$ cat src/common/dll_init_pkg.sv
// constants for the delay-locked loop power-up and lock tracking block
`default_nettype none
package dll_init_pkg;
   // reference clock edges needed after enable before the loop is locked
   localparam int unsigned LOCK_CYCLES   = 1024;
   localparam int          LOCK_CW       = 11;
   localparam logic [10:0] LOCK_LAST     = 11'h3ff;
   // clock stop that resets the loop, in ns, and in system clock cycles
   localparam int unsigned STOP_NS       = 30;
   localparam int unsigned CLK_PERIOD_NS = 20;
   localparam int unsigned STOP_CYCLES   =
      (STOP_NS + CLK_PERIOD_NS - 1) / CLK_PERIOD_NS;
   localparam logic [3:0]  STOP_LAST     = 4'(STOP_CYCLES - 1);
   // lowest supported reference frequency 80 MHz: period at most 12.5 ns
   localparam int unsigned MIN_FREQ_MHZ  = 80;
   // longest reference period in system cycles before the loop drops lock
   localparam logic [3:0]  SLOW_LAST     = 4'h1;
   // frequency check: reference edges per window of system cycles
   localparam logic [7:0]  WIN_LAST      = 8'hff;
   localparam logic [8:0]  FREQ_TOL      = 9'h004;
   typedef enum logic [1:0] {
      ST_OFF    = 2'b00,
      ST_LOCKNG = 2'b01,
      ST_LOCKED = 2'b11,
      ST_STOPPD = 2'b10
   } dll_state_t;
endpackage
`default_nettype wire

$ cat src/logic/dll_powerup_init_sequence.sv
// delay-locked loop enable, lock interval and relock tracking
// Function
// - after disable rises, lock declared only after 1024 reference cycles
// - loop reference is input clock pair or output clock pair
// - loop lock is only valid for reference frequency 80 MHz and above; code drops lock for reference edges over 2 system cycles apart
// - frequency change drops lock; a window-check change keeps the locked state, a slower reference trips the stop check and restarts the 1024-cycle count
`timescale 1ns/1ps
`default_nettype none
module dll_powerup_init_sequence (
   // system clocking
   input  wire logic clk,
   input  wire logic sys_rst,
   input  wire logic clkEn,
   // device pins
   input  wire logic dll_disable_n,
   input  wire logic inClk,
   input  wire logic outClk,
   input  wire logic refSelOut,
   // loop status
   output logic      dllLocked,
   output logic      dllActive,
   output logic      dllReset
);
   typedef struct packed {
      dll_init_pkg::dll_state_t fsm;
      logic [10:0]              lockCnt;
      logic [3:0]               gapCnt;
      logic [7:0]               winCnt;
      logic [8:0]               edgeCnt;
      logic [8:0]               refRate;
      logic                     rateValid;
      logic                     locked;
      logic                     active;
      logic                     rstPulse;
   } dll_ctl_t;
   dll_ctl_t st_r;
   dll_ctl_t st_nxt;

   logic enSync;
   logic inRise;
   logic outRise;
   logic selSync;

   // all pins cross into clk through two flops
   edge_sync uEn (
      .clk(clk), .sys_rst(sys_rst), .clkEn(clkEn),
      .asyncIn(dll_disable_n), .syncOut(enSync), .risePulse());
   edge_sync uIn (
      .clk(clk), .sys_rst(sys_rst), .clkEn(clkEn),
      .asyncIn(inClk), .syncOut(), .risePulse(inRise));
   edge_sync uOut (
      .clk(clk), .sys_rst(sys_rst), .clkEn(clkEn),
      .asyncIn(outClk), .syncOut(), .risePulse(outRise));
   edge_sync uSel (
      .clk(clk), .sys_rst(sys_rst), .clkEn(clkEn),
      .asyncIn(refSelOut), .syncOut(selSync), .risePulse());

   // reference edge from the selected clock pair
   logic refEdge;
   assign refEdge = selSync ? outRise : inRise;

   // absolute difference of two rate samples
   function automatic logic [8:0] absDiff(input logic [8:0] a,
                                          input logic [8:0] b);
      absDiff = (a > b) ? 9'(a - b) : 9'(b - a);
   endfunction

   logic rateJump;
   logic stopSeen;

   always_comb begin
      st_nxt          = st_r;
      st_nxt.rstPulse = 1'b0;
      rateJump        = 1'b0;
      // gap counter: cycles since last reference edge, saturating
      if (refEdge) begin
         st_nxt.gapCnt = '0;
      end else if (st_r.gapCnt != 4'hf) begin
         st_nxt.gapCnt = 4'(st_r.gapCnt + 4'h1);
      end
      // 30 ns stop of the reference counts as a loop reset
      stopSeen = (st_r.gapCnt >= dll_init_pkg::STOP_LAST) && !refEdge;
      // windowed edge rate, a change beyond tolerance is a new frequency
      st_nxt.winCnt = 8'(st_r.winCnt + 8'h1);
      if (refEdge) begin
         st_nxt.edgeCnt = 9'(st_r.edgeCnt + 9'h1);
      end
      if (st_r.winCnt == dll_init_pkg::WIN_LAST) begin
         st_nxt.edgeCnt   = '0;
         st_nxt.refRate   = st_r.edgeCnt;
         st_nxt.rateValid = 1'b1;
         rateJump = st_r.rateValid &&
            (absDiff(st_r.edgeCnt, st_r.refRate) > dll_init_pkg::FREQ_TOL);
      end
      unique case (st_r.fsm)
         // disabled: no progress at all
         dll_init_pkg::ST_OFF: begin
            st_nxt.lockCnt = '0;
            st_nxt.locked  = 1'b0;
            st_nxt.active  = 1'b0;
            if (enSync) begin
               st_nxt.fsm    = dll_init_pkg::ST_LOCKNG;
               st_nxt.active = 1'b1;
            end
         end
         // count reference edges until lock
         dll_init_pkg::ST_LOCKNG: begin
            if (refEdge) begin
               st_nxt.lockCnt = 11'(st_r.lockCnt + 11'h1);
               if (st_r.lockCnt == dll_init_pkg::LOCK_LAST) begin
                  st_nxt.fsm    = dll_init_pkg::ST_LOCKED;
                  st_nxt.locked = 1'b1;
               end
            end
         end
         // locked: watch for a stop or a frequency change
         dll_init_pkg::ST_LOCKED: begin
            // a reference slower than the floor leaves a long gap
            if (rateJump ||
                (st_r.gapCnt >= dll_init_pkg::SLOW_LAST && !refEdge)) begin
               st_nxt.locked = 1'b0;
            end
         end
         // reference stopped: loop is held in reset
         dll_init_pkg::ST_STOPPD: begin
            st_nxt.lockCnt  = '0;
            st_nxt.locked   = 1'b0;
            st_nxt.rstPulse = 1'b1;
            if (refEdge) begin
               st_nxt.fsm = dll_init_pkg::ST_LOCKNG;
            end
         end
      endcase
      // a stop resets the loop from any enabled state
      if (st_r.fsm != dll_init_pkg::ST_OFF && stopSeen) begin
         st_nxt.fsm     = dll_init_pkg::ST_STOPPD;
         st_nxt.lockCnt = '0;
         st_nxt.locked  = 1'b0;
      end
      // disable wins over everything but the reset pulse of the stopped state
      if (!enSync) begin
         st_nxt.fsm     = dll_init_pkg::ST_OFF;
         st_nxt.lockCnt = '0;
         st_nxt.locked  = 1'b0;
         st_nxt.active  = 1'b0;
      end
   end

   // single state register; clock enable freezes everything
   always_ff @(posedge clk or posedge sys_rst) begin
      if (sys_rst) begin
         st_r     <= '0;
         st_r.fsm <= dll_init_pkg::ST_OFF;
      end else if (clkEn) begin
         st_r <= st_nxt;
      end
   end

   assign dllLocked = st_r.locked;
   assign dllActive = st_r.active;
   assign dllReset  = st_r.rstPulse;
endmodule
`default_nettype wire

$ cat src/logic/edge_sync.sv
// two-flop synchroniser with rising-edge pulse for the reference clock
`timescale 1ns/1ps
`default_nettype none
module edge_sync (
   // clocking
   input  wire logic clk,
   input  wire logic sys_rst,
   input  wire logic clkEn,
   // asynchronous level and its synchronised forms
   input  wire logic asyncIn,
   output logic      syncOut,
   output logic      risePulse
);
   typedef struct packed {
      logic meta;
      logic sync;
      logic last;
   } sync_t;
   sync_t state_r;
   sync_t state_nxt;

   // the meta stage feeds only the sync stage
   always_comb begin
      state_nxt      = state_r;
      state_nxt.meta = asyncIn;
      state_nxt.sync = state_r.meta;
      state_nxt.last = state_r.sync;
   end

   always_ff @(posedge clk or posedge sys_rst) begin
      if (sys_rst) begin
         state_r <= '0;
      end else if (clkEn) begin
         state_r <= state_nxt;
      end
   end

   assign syncOut   = state_r.sync;
   assign risePulse = state_r.sync & ~state_r.last;
endmodule
`default_nettype wire

$ cat config.mk
export PLATFORM = sky130hd
export DESIGN_NAME = dll_powerup_init_sequence
export DESIGN_NICKNAME = d
export VERILOG_FILES = /design/src/common/dll_init_pkg.sv /design/src/logic/dll_powerup_init_sequence.sv /design/src/logic/edge_sync.sv
export SDC_FILE = /design/constraint.sdc
export NUM_CORES = 1
export LEC_CHECK = 0
export BUFFER_PORTS_ARGS = -buffer_cell sky130_fd_sc_hd__clkbuf_2
export CAP_MARGIN = 40
export CELL_PAD_IN_SITES_DETAIL_PLACEMENT = 2
export CELL_PAD_IN_SITES_GLOBAL_PLACEMENT = 2
export CORE_AREA = 2 2 91 93
export CTS_BUF_LIST = sky130_fd_sc_hd__clkbuf_8
export DETAILED_ROUTE_END_ITERATION = 7
export DIE_AREA = 0 0 93 95
export PLACE_DENSITY = 0.92
export SYNTH_ARGS = -nofsm -noshare
export SYNTH_HDL_FRONTEND = slang
export SYNTH_SLANG_ARGS = --single-unit
$ cat constraint.sdc
create_clock -name clk -period 3.8 [get_ports clk]
set_clock_uncertainty 0.2 [all_clocks]
set_input_delay 0 -clock clk [delete_from_list [all_inputs] [get_ports clk]]
set_output_delay 0 -clock clk [all_outputs]
set_load 0.005 [all_outputs]
==> out/qor.csv <==
stage,metric,value,unit
clock_tree,hold_buf cts,8,
synth,Synth Area in Compound Gates,0.1585,
cells_and_area,Layout Utilization,0.4935,
grt,all-layer global routing usage,0.2907,
synth,Post-Synth Simple-Gate Area,0.1777,
sta,count of pins over their slew limit,0,
cells_and_area,cell area after layout,3913,sq um
cells_and_area,Fillers,881,
cells_and_area,layout cells sized above 1,0.1206,
cells_and_area,antenna cells,0,
floorplan,area of the die,8835,sq um
synth,Yosys top cell area share,0.4117,
sta,period utilisation layout,0.7575,
clock_tree,Setup Buffers After CTS,0,
floorplan,Die Span Y,95,microns
pwr,switching share of power,0.4182,
synth,mux contribution to synthesized area,0.04117,
pwr,share of power burned in registers,0.350,
run_status,status,completed,
sta,Final Hold Viols,0,
clock_tree,Resize count post-CTS,0,
clock_tree,Inserted Clock Buffers,9,
pwr,combinational share of power,0.382,
synth,"Top FF cell, synth",dfrtp_1,
pwr,sw power,1089,uW
cells_and_area,most frequent cells in the layout,"dfrtp_1 (57), nand2_1 (42), o21ai_0 (32), inv_1 (30), nor2_1 (28)",
synth,"Cell Area, Synth",3465,sq um
worst_setup_path,element type at the critical path end,flop,
sta,Final TNS setup,0,ns
synth,Async SR Flop Fraction,1.000,
pwr,VDD IR-drop max,335.9,uV
cells_and_area,"most common cell after layout, fill and taps aside",dfrtp_1,
grt,Overflow after GRT,0,
synth,top post-synthesis cells by area,"dfrtp_1 (41%), ha_1 (8.3%), o21ai_0 (4.6%)",
detailed_routing,# DRC,0,
synth,Syn Inst Count,377,
sta,achievable clock frequency,347.4,MHz
grt,vias in the first global route,3400,
place,hpwl dp,7410,microns
detailed_routing,Via Count,2980,
cells_and_area,"Area growth, synth to finish",12.93,%
pwr,Clk pwr share,0.267,
place,placed insts,479,
worst_setup_path,critical path class,reg -> reg,
floorplan,Rows,33,
synth,syn nets,409,
clock_tree,clock latency at the later pin of the worst-skew pair,0.37,ns
detailed_routing,Pre-antenna DRT Iters,4,
clock_tree,TritonCTS clock tree,done,
cells_and_area,final net count,425,
grt,largest net degree at the start of global routing,33,
pwr,Final Power,2604,uW
sta,RSZ-0062 raised after global routing,no,
grt,initial antenna violation count,0,
floorplan,Initial Util,0.4370,
detailed_routing,initial drt markers,184,
clock_tree,clk sinks,57,
worst_setup_path,Critical Path AT,2.90,ns
detailed_routing,final antenna-violating net count,0,
floorplan,CORE AREA,7928,sq um
clock_tree,H-tree levels,3,
job,max-cap violations,0,
cells_and_area,final cell count without fillers,503,
cells_and_area,multi-input logic area,1862,sq um
synth,synthesized area per cell,9.190,sq um
synth,count of state elements after synthesis,57,
floorplan,die width,93,microns
sta,Period minus WS final,2.879,ns
place,port buffer count,9,
pwr,Cell Pwr Density,665.5,nW/um^2
clock_tree,clk slew on worst S/H paths,0.09,ns
floorplan,# IOs,10,
synth,leading area contributor after synthesis,dfrtp_1,
pwr,Internal Power,1515,uW
sta,Final setup viols,0,
synth,Post-Synth Adder-Cell Area,0.09462,
synth,largest family of logic cells by synthesized area,simple AND/OR/NAND/NOR gates,
detailed_routing,DR WL/cell,23.22,microns
synth,Ys Warns,0,
sta,Worst slew margin,0.5832,
clock_tree,Root Buffer Master,clkbuf_8,
detailed_routing,Routed Wire Length,11680,microns
synth,post-synthesis sequential area ratio,0.4117,
place,"Cell Area, Placed",3603,sq um
grt,first-pass GRT wire length,18980,microns
pwr,leakage power,0.001794,uW
cells_and_area,sequential cell area,1426,sq um
place,GPL Wtd Cong,0.9405,
sta,Worst Tran Pin Value,0.6252,ns
worst_setup_path,CP Data Required Time,3.82,ns
synth,Post-synth EDFFs,0,
detailed_routing,routed vias/inst,5.924,
worst_setup_path,Startpoint Class,flop,
synth,Post-Synth XOR/XNOR Area,0.06537,
synth,unique cell type count in the Yosys netlist,54,
clock_tree,maximum clock path buffer count,2,
worst_setup_path,"critical path fanouts, max",5,
hold_path,Worst Hold Class,in -> async,
==> flip-flops by register name, indices dropped and copies added, names as in the netlist <==
register and count:
uSel.syncOut 1, uOut.state_nxt 1, uOut.syncOut 1, dllLocked 1
uIn.syncOut 1, uSel.state_nxt 1, dllActive 1, dllReset 1
uEn.state_nxt 1, uEn.syncOut 1, st_r 44, uOut.state_r 1
uIn.state_nxt 1, uIn.state_r 1
==> synthesized netlist by cell type (2+ instances only) <==
cell type / number
o21ai_0: 32
inv_1: 31
and3_1: 5
nand3_1: 11
o22ai_1: 3
o211ai_1: 2
nor2b_1: 4
a221oi_1: 4
xor2_1: 12
nand2_1: 42
o21a_1: 4
nand4_1: 11
nor4_1: 6
ha_1: 23
o41ai_1: 2
a31oi_1: 3
clkbuf_1: 13
dfrtp_1: 57
or3_1: 2
xnor2_1: 12
nor2_1: 28
nor3_1: 4
mux2i_1: 3
mux2_2: 10
a21oi_1: 19
fa_1: 2
a21o_1: 4
nand2b_1: 2
==> kinds of logic after synthesis <==
family,after synthesis
flops,57
mux,13
compound gates,86
buf+inv,46
fa+ha+maj,25
xor+xnor,25
simple gates,125
==> routing by layer <==
metal  vias up  global-route usage  part of all wire
met2        47              0.5568              0.55
met4         0              0.1287             0.038
met5         -                   0                 0
li1       1352                   -                 -
met1      1555              0.3092              0.38
met3        26             0.05427             0.024
==> critical path, stage by stage (launching register included) <==
cell,delay [ns]
dfrtp_1,0.43
inv_1,0.11
ha_1,0.20
nor4b_1,0.46
nor2_1,0.19
nor3_1,0.54
nand2_1,0.21
a32oi_1,0.26
o22ai_1,0.13
==> worst paths after layout <==
path | cells past startpoint | slack [ns] | start | endpoint
max in group asynchronous | 4 | 2.50 | sys_rst | st_r[27]$_DFFE_PP0P_
min in group clk | 3 | 0.22 | dll_disable_n | uEn.state_nxt[1]$_DFFE_PP0P_
min reg2reg | 1 | 0.29 | st_r[27]$_DFFE_PP0P_ | st_r[27]$_DFFE_PP0P_
min | 3 | 0.04 | sys_rst | st_r[43]$_DFFE_PP0P_
max reg2reg | 8 | 0.92 | st_r[31]$_DFFE_PP0P_ | st_r[46]$_DFFE_PP0P_
max | 8 | 0.92 | st_r[31]$_DFFE_PP0P_ | st_r[46]$_DFFE_PP0P_
==> metrics by stage <==
step,hold slack [ns],setup WS (ns)
2_1_floorplan,-0.04830,1.533
3_3_place_gp,-0.1252,1.342
3_5_place_dp,-0.1141,1.197
4_1_cts,0.04342,1.065
5_1_grt,0.1146,0.7918
6_report,0.03929,0.9215
==> power groups by stage <==
stage / clock network, uW / logic (uW) / registers, uW
finish: 696 / 996 / 912
global route: 726 / 1100 / 930
CTS: 692 / 978 / 899
detailed placement: 0 / 942 / 897
global placement: 0 / 871 / 875
floorplan: 0 / 700 / 842
==> layout make-up <==
type                    instances  share of cell area
inverters                      31             0.02974
multi-input cells             274              0.4759
flip-flops and latches         57              0.3646
repair buffers                 20             0.03774
clock buffers                  11             0.03870
clock inverters                 5             0.01983
well taps                     105             0.03358
No activity file was read; power rests on OpenSTA's default activity.
